**src/hw/rxl_consts.svh**
```systemverilog
// Purpose: constants for the receive line status block
// Assumes: APB byte addresses, 32-bit data words
// Notes:   offsets are full byte addresses, fields are bit positions
`ifndef RXL_CONSTS_SVH
`define RXL_CONSTS_SVH

`define RXL_OFS_LINE_FLAGS  32'h5000_1114
`define RXL_OFS_SPARE       32'h5000_111C
`define RXL_OFS_SHADOW0     32'h5000_1130
`define RXL_OFS_LINE_CTRL   32'h5000_1140
`define RXL_OFS_FIFO_CTRL   32'h5000_1144
`define RXL_OFS_IRQ_STS     32'h5000_1148
`define RXL_OFS_IRQ_MASK    32'h5000_114C

`define RXL_BIT_DR          0
`define RXL_BIT_OE          1
`define RXL_BIT_PAR         2
`define RXL_BIT_FRM         3
`define RXL_BIT_BRK         4
`define RXL_BIT_PAR_EN      3
`define RXL_BIT_FIFO_EN     0

`define RXL_IRQ_DATA        0
`define RXL_IRQ_OVERRUN     1
`define RXL_IRQ_LINE        2

`define RXL_RST_SPARE       8'h00
`define RXL_RST_CTRL        8'h00
`define RXL_RST_IRQ         3'h0
`define RXL_FIFO_DEPTH      16

`endif

```
**src/hw/rxl_pkg.sv**
```systemverilog
// Purpose: types shared by the receive line status block
// Assumes: one received character per rx_char_valid pulse
// Notes:   entry layout is also the fifo word layout
package rxl_pkg;

  typedef struct packed {
    logic       brk;
    logic       frm_err;
    logic       par_err;
    logic [7:0] data;
  } rxl_char_t;

  typedef enum logic [1:0] {
    RXL_ST_IDLE = 2'b00,
    RXL_ST_WAIT = 2'b01,
    RXL_ST_DONE = 2'b11
  } rxl_state_t;

  typedef enum logic [2:0] {
    RXL_SEL_NONE,
    RXL_SEL_FLAGS,
    RXL_SEL_SPARE,
    RXL_SEL_SHADOW,
    RXL_SEL_LCTRL,
    RXL_SEL_FCTRL,
    RXL_SEL_ISTS,
    RXL_SEL_IMASK
  } rxl_sel_t;

endpackage

```
**src/hw/rxl_fifo_mem.sv**
```systemverilog
// Purpose: storage for the receive fifo
// Assumes: one write port, one read port, same clock
// Notes:   read data is registered, so it lags the address by one edge
`timescale 1ns/10ps
module rxl_fifo_mem
  import rxl_pkg::*;
#(
  parameter int WIDTH = 11,
  parameter int DEPTH = 16,
  parameter int AW    = 4
)
(
  // clock and reset
  input  wire logic             pclk,
  input  wire logic             presetn,
  // write side
  input  wire logic             we,
  input  wire logic [AW-1:0]    waddr,
  input  wire logic [WIDTH-1:0] wdata,
  // read side
  input  wire logic [AW-1:0]    raddr,
  output logic      [WIDTH-1:0] rdata_q
);

  logic [WIDTH-1:0] mem [DEPTH];

  always_ff @(posedge pclk)
  begin
    if (we)
    begin
      mem[waddr] <= wdata;
    end
  end

  always_ff @(posedge pclk or negedge presetn)
  begin
    if (!presetn)
    begin
      rdata_q <= '0;
    end
    else
    begin
      rdata_q <= mem[raddr];
    end
  end

endmodule

```
**src/hw/rxl_status.sv**
```systemverilog
// Purpose: receive line status flags, receive buffering and spare byte, APB slave
// Assumes: receiver delivers checked characters as one-cycle pulses
// Notes:   reads that pop or clear act on the completing APB edge
//
// What this block does
// - parity fault flagged only with parity enabled, or on break
// - fifo mode reveals parity fault at head
// - break also sets parity fault with break
// - status read clears framing fault flag
// - status read clears parity fault flag
// - no fifo: new char overwrites, flags overrun
// - full fifo: flag overrun, drop new char
// - status read clears overrun flag
// - data available while any char waits
// - cleared by holding read or fifo empty
// - 8-bit scratch byte, resets zero, no effect
// - fifo mode only while fifo enable set
`timescale 1ns/10ps
`include "rxl_consts.svh"
module rxl_status
  import rxl_pkg::*;
#(
  parameter int DEPTH = `RXL_FIFO_DEPTH,
  parameter int AW    = $clog2(DEPTH)
)
(
  // clock and reset
  input  wire logic        pclk,
  input  wire logic        presetn,
  // apb slave
  input  wire logic        psel,
  input  wire logic        penable,
  input  wire logic        pwrite,
  input  wire logic [31:0] paddr,
  input  wire logic [31:0] pwdata,
  output logic      [31:0] prdata,
  output logic             pready,
  output logic             pslverr,
  // from the receive shift register
  input  wire logic        rx_char_valid,
  input  wire rxl_char_t   rx_char,
  // status outputs
  output logic             rx_data_available,
  output logic             irq
);

  function automatic rxl_sel_t reg_sel(input logic [31:0] a);
    case (a)
      `RXL_OFS_LINE_FLAGS: reg_sel = RXL_SEL_FLAGS;
      `RXL_OFS_SPARE:      reg_sel = RXL_SEL_SPARE;
      `RXL_OFS_SHADOW0:    reg_sel = RXL_SEL_SHADOW;
      `RXL_OFS_LINE_CTRL:  reg_sel = RXL_SEL_LCTRL;
      `RXL_OFS_FIFO_CTRL:  reg_sel = RXL_SEL_FCTRL;
      `RXL_OFS_IRQ_STS:    reg_sel = RXL_SEL_ISTS;
      `RXL_OFS_IRQ_MASK:   reg_sel = RXL_SEL_IMASK;
      default:             reg_sel = RXL_SEL_NONE;
    endcase
  endfunction

  rxl_state_t    state_q;
  rxl_sel_t      sel;
  logic [7:0]    spare_q, lctrl_q, fctrl_q;
  logic [2:0]    ists_q, imask_q;
  logic          par_err_q, frm_err_q, brk_q, oe_q;
  rxl_char_t     hold_q;
  logic          hold_valid_q;
  logic [AW-1:0] wr_ptr_q, rd_ptr_q;
  logic [AW:0]   count_q;
  logic          revealed_q, head_stale_q;
  rxl_char_t     head, rx_eff;
  logic          fifo_mode, par_en, fifo_full;
  logic          done, rd_done, wr_done, flags_rd_done, hold_rd_done;
  logic          push, pop, flush, reveal, overrun_evt;
  logic          set_par, set_frm, set_brk, dr_c;
  logic [31:0]   rdata_c;

  assign sel       = reg_sel(paddr);
  assign fifo_mode = fctrl_q[`RXL_BIT_FIFO_EN];
  assign par_en    = lctrl_q[`RXL_BIT_PAR_EN];
  assign done      = (state_q == RXL_ST_DONE) && psel && penable;
  assign rd_done   = done && !pwrite;
  assign wr_done   = done && pwrite;
  assign flags_rd_done = rd_done && (sel == RXL_SEL_FLAGS);
  assign hold_rd_done  = rd_done && (sel == RXL_SEL_SHADOW);
  assign fifo_full = (count_q == (AW+1)'(DEPTH));

  // break forces parity and framing faults; parity fault needs parity enabled
  always_comb
  begin
    rx_eff      = rx_char;
    rx_eff.par_err = (rx_char.par_err && par_en) || rx_char.brk;
    rx_eff.frm_err = rx_char.frm_err || rx_char.brk;
  end

  // leaving or entering fifo mode drops whatever was buffered
  assign flush = wr_done && (sel == RXL_SEL_FCTRL)
                 && (pwdata[`RXL_BIT_FIFO_EN] != fifo_mode);
  assign pop   = fifo_mode && hold_rd_done && (count_q != '0);
  assign push  = fifo_mode && rx_char_valid && (!fifo_full || pop) && !flush;
  assign overrun_evt = rx_char_valid && (fifo_mode ? (fifo_full && !pop)
                                                   : (hold_valid_q && !hold_rd_done));
  // head errors only show once the registered read data has settled
  assign reveal = fifo_mode && (count_q != '0) && !revealed_q && !head_stale_q;
  assign set_par = fifo_mode ? reveal && head.par_err : rx_char_valid && rx_eff.par_err;
  assign set_frm = fifo_mode ? reveal && head.frm_err : rx_char_valid && rx_eff.frm_err;
  assign set_brk = fifo_mode ? reveal && head.brk : rx_char_valid && rx_eff.brk;
  assign dr_c   = fifo_mode ? (count_q != '0) : hold_valid_q;

  rxl_fifo_mem #(
    .WIDTH ($bits(rxl_char_t)),
    .DEPTH (DEPTH),
    .AW    (AW)
  ) u_mem (
    .pclk    (pclk),
    .presetn (presetn),
    .we      (push),
    .waddr   (wr_ptr_q),
    .wdata   (rx_eff),
    .raddr   (rd_ptr_q),
    .rdata_q (head)
  );

  always_comb
  begin
    rdata_c = '0;
    case (sel)
      RXL_SEL_FLAGS:
      begin
        rdata_c[`RXL_BIT_DR] = dr_c;
        rdata_c[`RXL_BIT_OE] = oe_q;
        rdata_c[`RXL_BIT_PAR] = par_err_q;
        rdata_c[`RXL_BIT_FRM] = frm_err_q;
        rdata_c[`RXL_BIT_BRK] = brk_q;
      end
      RXL_SEL_SPARE:  rdata_c[7:0] = spare_q;
      RXL_SEL_SHADOW: rdata_c[7:0] = fifo_mode ? head.data : hold_q.data;
      RXL_SEL_LCTRL:  rdata_c[7:0] = lctrl_q;
      RXL_SEL_FCTRL:  rdata_c[7:0] = fctrl_q;
      RXL_SEL_ISTS:   rdata_c[2:0] = ists_q;
      RXL_SEL_IMASK:  rdata_c[2:0] = imask_q;
      default:        rdata_c = '0;
    endcase
  end

  // apb handshake; read data is latched on the same edge that raises pready so it is stable
  always_ff @(posedge pclk or negedge presetn)
  begin
    if (!presetn)
    begin
      state_q <= RXL_ST_IDLE;
      pready  <= 1'b0;
      pslverr <= 1'b0;
      prdata  <= '0;
    end
    else
    begin
      unique case (state_q)
        RXL_ST_IDLE:
        begin
          if (psel && !penable)
          begin
            state_q <= RXL_ST_WAIT;
          end
        end
        RXL_ST_WAIT:
        begin
          if (!head_stale_q)
          begin
            state_q <= RXL_ST_DONE;
            pready  <= 1'b1;
            pslverr <= (sel == RXL_SEL_NONE);
            prdata  <= pwrite ? 32'h0000_0000 : rdata_c;
          end
        end
        RXL_ST_DONE:
        begin
          if (done)
          begin
            state_q <= RXL_ST_IDLE;
            pready  <= 1'b0;
            pslverr <= 1'b0;
          end
        end
      endcase
    end
  end

  // software registers
  always_ff @(posedge pclk or negedge presetn)
  begin
    if (!presetn)
    begin
      spare_q <= `RXL_RST_SPARE;
      lctrl_q <= `RXL_RST_CTRL;
      fctrl_q <= `RXL_RST_CTRL;
      imask_q <= `RXL_RST_IRQ;
    end
    else if (wr_done)
    begin
      case (sel)
        RXL_SEL_SPARE: spare_q <= pwdata[7:0];
        RXL_SEL_LCTRL: lctrl_q <= pwdata[7:0];
        RXL_SEL_FCTRL: fctrl_q <= pwdata[7:0];
        RXL_SEL_IMASK: imask_q <= pwdata[2:0];
        default:       ;
      endcase
    end
  end

  // single holding register for non-fifo operation
  always_ff @(posedge pclk or negedge presetn)
  begin
    if (!presetn)
    begin
      hold_q       <= '0;
      hold_valid_q <= 1'b0;
    end
    else
    begin
      if (!fifo_mode && rx_char_valid)
      begin
        hold_q       <= rx_eff;
        hold_valid_q <= 1'b1;
      end
      else if (hold_rd_done || flush)
      begin
        hold_valid_q <= 1'b0;
      end
    end
  end

  // fifo pointers and head tracking
  always_ff @(posedge pclk or negedge presetn)
  begin
    if (!presetn)
    begin
      wr_ptr_q     <= '0;
      rd_ptr_q     <= '0;
      count_q      <= '0;
      revealed_q   <= 1'b0;
      head_stale_q <= 1'b0;
    end
    else if (flush)
    begin
      wr_ptr_q     <= '0;
      rd_ptr_q     <= '0;
      count_q      <= '0;
      revealed_q   <= 1'b0;
      head_stale_q <= 1'b1;
    end
    else
    begin
      wr_ptr_q     <= wr_ptr_q + AW'(push);
      rd_ptr_q     <= rd_ptr_q + AW'(pop);
      count_q      <= count_q + (AW+1)'(push) - (AW+1)'(pop);
      head_stale_q <= pop || (push && (count_q == '0));
      if (pop)
      begin
        revealed_q <= 1'b0;
      end
      else if (reveal)
      begin
        revealed_q <= 1'b1;
      end
    end
  end

  // line flags: a new event wins over a clear by status read
  always_ff @(posedge pclk or negedge presetn)
  begin
    if (!presetn)
    begin
      par_err_q <= 1'b0;
      frm_err_q <= 1'b0;
      brk_q     <= 1'b0;
      oe_q      <= 1'b0;
    end
    else
    begin
      par_err_q <= set_par || (par_err_q && !(flags_rd_done && prdata[`RXL_BIT_PAR]));
      frm_err_q <= set_frm || (frm_err_q && !(flags_rd_done && prdata[`RXL_BIT_FRM]));
      brk_q     <= set_brk || (brk_q && !(flags_rd_done && prdata[`RXL_BIT_BRK]));
      oe_q      <= overrun_evt || (oe_q && !(flags_rd_done && prdata[`RXL_BIT_OE]));
    end
  end

  // interrupt status, write one to clear, set wins
  always_ff @(posedge pclk or negedge presetn)
  begin
    if (!presetn)
    begin
      ists_q <= `RXL_RST_IRQ;
    end
    else
    begin
      ists_q <= {set_par || set_frm || set_brk, overrun_evt, push || (!fifo_mode && rx_char_valid)}
                | (ists_q & ~((wr_done && sel == RXL_SEL_ISTS) ? pwdata[2:0] : 3'h0));
    end
  end

  always_ff @(posedge pclk or negedge presetn)
  begin
    if (!presetn)
    begin
      irq               <= 1'b0;
      rx_data_available <= 1'b0;
    end
    else
    begin
      irq               <= |(ists_q & imask_q);
      rx_data_available <= dr_c;
    end
  end
endmodule

```
**config.mk**
```make
export PLATFORM = sky130hd
export DESIGN_NAME = rxl_status
export DESIGN_NICKNAME = d
export VERILOG_FILES = /design/src/hw/rxl_pkg.sv /design/src/hw/rxl_fifo_mem.sv /design/src/hw/rxl_status.sv
export VERILOG_INCLUDE_DIRS = /design/src /design/src/hw
export SDC_FILE = /design/constraint.sdc
export NUM_CORES = 1
export LEC_CHECK = 0
export CAP_MARGIN = 15
export CORE_MARGIN = 2
export CORE_UTILIZATION = 63
export DETAILED_ROUTE_END_ITERATION = 7
export DONT_BUFFER_PORTS = 1
export GPL_ROUTABILITY_DRIVEN = 0
export HOLD_SLACK_MARGIN = 0.08
export PLACE_DENSITY_LB_ADDON = 0.05
export SLEW_MARGIN = 10
export SYNTH_ARGS = -nofsm -noshare
export SYNTH_HDL_FRONTEND = slang
export SYNTH_HIERARCHICAL = 1
export SYNTH_SLANG_ARGS = --single-unit
```
**constraint.sdc**
```tcl
create_clock -name pclk -period 4.4 [get_ports pclk]
set_input_delay 0.88 -clock pclk [delete_from_list [all_inputs] [get_ports pclk]]
set_output_delay 0.88 -clock pclk [all_outputs]
set_load 0.02 [all_outputs]
```
Yosys cells after proc, flatten, opt, wreduce, memory -nomap -nowiden
Memories as Yosys holds them, arrays and structs flattened. A register that Yosys moved wholly into a read port is not among the register bits. Cells that the tools add are included.

Register bits after elaboration: 96. RAM bits: 176. Input bits: 81. Output and inout port bits: 36. Memories: 1.

Memory list: u_mem.mem (words 16, bits a word 11, read ports 1, clocked after Yosys merged registers in 1, wr ports 1, RTL line rxl_fifo_mem.sv:25) `logic [WIDTH-1:0] mem [DEPTH];`.

Add/sub/neg operators: 4. Equal/unequal tests: 21. Muxes and demuxes: 32. Bitwise gates (word level): 5. Reduce and logical (&&, ||, !) cells: 79.

Operator list (number): == test 32 x 31 -> 1 bit, second input constant (7); one-hot mux 3 bit (7 select lines) (2); logical AND 1 bit (38); two-way mux 1 bit (16); two-way mux 8 bit (2); zero test 1 bit (14); == test 3 bit, second input constant (4); logical OR 1 bit (12); one-hot mux 3 bit (4 select lines) (1); one-hot mux 2 bit (5 select lines) (1); AND reduction 2 bit (5); adder 4 x 1 -> 4 bit (2); two-way mux 4 bit (2); AND 3 bit (2); == test 3 x 2 -> 1 bit, second input constant (2); two-way mux 2 bit (3); inequality test 2 bit, second input constant (3); one-hot mux 2 bit (3 select lines) (1); AND reduction 3 bit (2); adder 5 x 1 -> 5 bit (1); == test 5 bit, second input constant (1); zero test 5 bit (1); two-way mux 5 bit (1); nonzero test 5 bit (1); 15 further kinds (17).

Depth between registers and ports, before layout
Depth after elaboration: 13. Depth in mapped cells: 16.

By module
Netlist, hierarchy kept.

By module, submodules not included: rxl_fifo_mem (instances 1, cells an instance 305, area an instance 7053.0 um2, seq. area each 5560.3 um2); rxl_status (instances 1, cells an instance 394, area an instance 4157.7 um2, seq. area each 1801.7 um2).

Worst setup path after synthesis
Ideal clock, no wire load.

Path type: in2reg. From: input paddr[20]. To: memory u_mem.mem[0][0] (enable). Setup time: 0.393 ns. Arrival: 3.751 ns. Slack: 0.256 ns. Cell stages on the path: 7. Buffers on the path: 0. Path through: nor4_1 -> nand4_2 -> nor4b_2 -> a21oi_1 -> nor2b_1 -> or3b_2 -> nor3_1.

Longest elaborated chain between the ends: 11.

RTL lines: start, declared (RTL line rxl_status.sv:34) `input wire logic [31:0] paddr,`; == test 32 x 31 -> 1 bit (RTL line rxl_status.sv:48) `case (a)`; one-hot mux 3 bit (7 select lines) (*) (RTL line rxl_status.sv:48); == test 3 x 2 -> 1 bit (RTL line rxl_status.sv:84) `assign hold_rd_done = rd_done && (sel == RXL_SEL_SHADOW);`; logical AND 1 bit (RTL line rxl_status.sv:84); logical AND 1 bit (2 in a row) (RTL line rxl_status.sv:98) `assign pop = fifo_mode && hold_rd_done && (count_q != '0);`; logical OR 1 bit (RTL line rxl_status.sv:99) `assign push = fifo_mode && rx_char_valid && (!fifo_full || pop) && !flush;`; logical AND 1 bit (RTL line rxl_status.sv:99); logical AND 1 bit (*) (RTL line rxl_status.sv:99); net push (RTL line rxl_status.sv:73) `logic push, pop, flush, reveal, overrun_evt;`; two-way mux 1 bit (*) (RTL line rxl_fifo_mem.sv:29) `if (we)`; two-way mux 1 bit (not written as such) (*) (RTL line rxl_fifo_mem.sv:31) `mem[waddr] <= wdata;`; end, declared (RTL line rxl_fifo_mem.sv:25).

Mark *: on every way through the listed nets, which the timed path passes. The rest lies on a longest branch.

Worst setup path in the final report
From: register count_q[2]. To: register count_q[4].

Longest elaborated chain between the ends: 8.

RTL lines: start, declared (RTL line rxl_status.sv:68) `logic [AW:0] count_q;`; start signal, assigned (RTL line rxl_status.sv:255) `count_q <= count_q + (AW+1)'(push) - (AW+1)'(pop);`; == test 5 bit / nonzero test 5 bit (equally long branches) (RTL line rxl_status.sv:85, rxl_status.sv:98); zero test 1 bit / logical AND 1 bit (equally long branches) (RTL line rxl_status.sv:99, rxl_status.sv:98); logical OR 1 bit (RTL line rxl_status.sv:99); logical AND 1 bit (2 in a row) (RTL line rxl_status.sv:99); adder 5 x 1 -> 5 bit (RTL line rxl_status.sv:255); subtractor 5 x 1 -> 5 bit (*) (RTL line rxl_status.sv:255); two-way mux 5 bit (*) (RTL line rxl_status.sv:243) `else if (flush)`.

Mark *: on every way between the ends. The rest lies on a longest branch, timed or not. A chain may end at the register's enable or synchronous reset.

==> results.ini <==
[global_route]
grt_max_degree = 84
grt_pass1_wl_um = 37400
grt_antenna_before_repair = 0
grt_pass1_vias = 6470
grt_util_all_layers = 0.270
globalRouteOverflowTotal = 0

[logic_synthesis]
syn_inst = 699
syn_area_um2 = 11200
async_flop_share = 0.320
ys_ff_latch = 259
postSynthAreaPerCell_um2 = 16.0
ys_seq_area_frac = 0.657
ys.flop_type = edfxtp_1
yosys_warnings = 6
yosysUniqueCellTypes = 76
synth_edf_count = 176

[worst_setup_path]
r2r_slack_ns = 0.77
cp-start-kind = flip-flop
crit_required_ns = 4.85
crit_fanout = 7
cp_data_arrival_time_ns = 4.08
endpoint_kind = flip-flop
worstReg2RegEnd = count_q[4]$_DFF_PN0_
rr_startpoint = count_q[2]$_DFF_PN0_
ff2ff_path_depth = 15
crit_start = count_q[2]$_DFF_PN0_
worstSetupPathType = reg2reg

[routing]
drt_first_pass_iters = 5
wl_um = 24600
vias = 6496
drt_first_iter_violations = 553
vias_per_cell = 6.59
ant_nets = 0
wire_per_inst_um = 25.0
drc = 0

[sta]
tightest_slew_ns = 1.11
drv_slew = 0
hold_viol_final = 0
setup_violations = 0
fin_setup_tns_ns = 0
period_minus_slack_ns = 3.63
finClkSkew_ns = 0.0157
fin_crit_sh = 0.825
slew_headroom = 0.257
max_freq_ghz = 0.276
rsz0062_at_grt = no

[clock_network]
h-tree-depth = 1
cts_buffers = 26
root_buffer = clkbuf_16
path_clk_slew_ns = 0.06
postCtsResizedCells = 0
cts.sinks = 259
cts_tree = yes
hold_buffers = 1
clk_path_buf_depth = 3
cts_setup_buffers = 0
worstSkewPairLatency_ns = 0.54

[placed_design]
hpwl_um = 16300
io_buffers = 0
place_area_um2 = 11600

[hold_path]
hold_path.class = in2async

[final_layout]
final_cell_mix = edfxtp_1 (176), dfrtp_1 (81), buf_4 (42)
area_delta_synth_final_pct = 11.7
drive_gt1_frac = 0.226
utilization = 0.722
final_common_cell = edfxtp_1
fin_area_um2 = 12500
diodes = 0
nets = 832

[floorplanning]
die_h_um = 137
die-area_um2 = 18900
num_rows = 48
die_x_um = 137
initial_core_util = 0.646
core_um2 = 17400
io_pins = 117

[pwr]
p_leak_nw = 4.60
power_mw = 5.15
power.density_nw_per_um2 = 411
peakVddDrop_mv = 0.413

[status]
outcome = finished clean

[run]
maxCapViolCount = 0

==> worst max-delay path by stage <==
stage                                      to  slack (ns)  cells past startpoint
CTS                      count_q[4]$_DFF_PN0_        0.73                     15
global placement         count_q[4]$_DFF_PN0_        0.51                     12
finish                   count_q[4]$_DFF_PN0_        0.77                     15
detailed placement       count_q[4]$_DFF_PN0_        0.45                     12
global route             count_q[4]$_DFF_PN0_        0.37                     15
floorplan           u_mem/mem[0][0]$_DFFE_PP_        0.26                      7
==> per-stage QoR <==
step                      worst slack (ns)  hold slack, ns  cells
after floorplan                      0.256           0.441    722
after global placement               0.510           0.473    937
after detailed placement             0.453           0.476    937
after CTS                            0.734           0.247    986
after global routing                 0.366           0.262    986
final                                0.771           0.242    986
==> kinds of logic after synthesis <==
group	after synthesis	share of synthesized area
AOI/OAI and AO/OA	104	0.0681
other	1	0.000335
DFF	259	0.657
muxes	90	0.139
xor gates and xnor gates	9	0.00703
and+or+nand+nor	161	0.0823
adders and majority gates	10	0.0118
buffers and inverters	65	0.0348
==> final cells by class <==
class	instances	area [µm²]
Clock buffer	37	743
Timing Repair Buffer	43	343
Inverter	13	48.8
Tap cell	225	282
Sequential cell	259	7360
Multi-Input combinational cell	398	3560
Clock inverter	11	185
Fill cell	1078	4830
==> state kept, by name (all words and copies together), names as in the netlist, 2 cells and up <==
name and flops:
fctrl_q 8, u_mem/rdata_q 11, u_mem/mem 176, state_q 2
spare_q 8, rd_ptr_q 4, count_q 5, prdata 8
lctrl_q 8, wr_ptr_q 4, ists_q 3, imask_q 3
hold_q 8
==> Yosys cell counts, drive strengths merged, types with 2 or more instances <==
master / count / share of area
ha: 9 / 0.010
or3b: 3 / 0.0023
nand4b: 2 / 0.0016
and2: 7 / 0.0039
mux4: 44 / 0.094
nand3b: 4 / 0.0027
inv: 12 / 0.0040
nor3b: 5 / 0.0052
nand4: 6 / 0.0039
a22o: 4 / 0.0031
a22oi: 27 / 0.019
a21oi: 8 / 0.0036
nand2: 31 / 0.011
xor2: 6 / 0.0047
edfxtp: 176 / 0.47
a31o: 3 / 0.0023
o211ai: 7 / 0.0047
a32oi: 2 / 0.0016
nor2: 35 / 0.012
o31ai: 6 / 0.0040
a2111oi: 3 / 0.0029
nor2b: 8 / 0.0045
o2111ai: 2 / 0.0016
o21ai: 16 / 0.0071
mux2: 37 / 0.037
or3: 4 / 0.0027
nand3: 19 / 0.0085
mux2i: 9 / 0.0080
clkbuf: 13 / 0.0045
nor4: 8 / 0.0058
nand2b: 4 / 0.0022
and4: 2 / 0.0016
dfrtp: 83 / 0.19
o2bb2ai: 2 / 0.0016
a211oi: 3 / 0.0020
xnor2: 3 / 0.0023
and3: 2 / 0.0011
a32o: 2 / 0.0018
and3b: 2 / 0.0016
a31oi: 4 / 0.0022
buf: 39 / 0.026
a2bb2oi: 2 / 0.0016
a21o: 5 / 0.0033
nor3: 11 / 0.0049
nor4b: 4 / 0.0042
==> metal layers <==
layer	GRT usage	wire length [µm]	up-vias
met3	0.0368	1630	50
met2	0.456	12400	308
met5	0	0	-
met1	0.373	9960	3330
met4	0.0808	634	0
li1	-	-	2808
==> critical path, stage by stage (launching register included) <==
cell	delay, ns
dfrtp_1	0.37
inv_1	0.08
ha_1	0.22
or4b_2	0.23
nand2_1	0.17
a2111oi_0	0.76
a21boi_0	0.20
mux2_2	0.30
ha_1	0.20
inv_1	0.08
fa_1	0.21
inv_1	0.05
a21oi_1	0.12
nor2_1	0.06
or3_1	0.35
a21oi_1	0.16
==> where the power goes <==
part / total [mW] / leakage (nW) / switching, mW / internal, mW
Clock: 2.34 / 0.455 / 0.913 / 1.42
Sequential: 2.66 / 2.63 / 0.0270 / 2.63
Combinational: 0.159 / 1.52 / 0.110 / 0.0483
(Power assumes the default switching activity.)
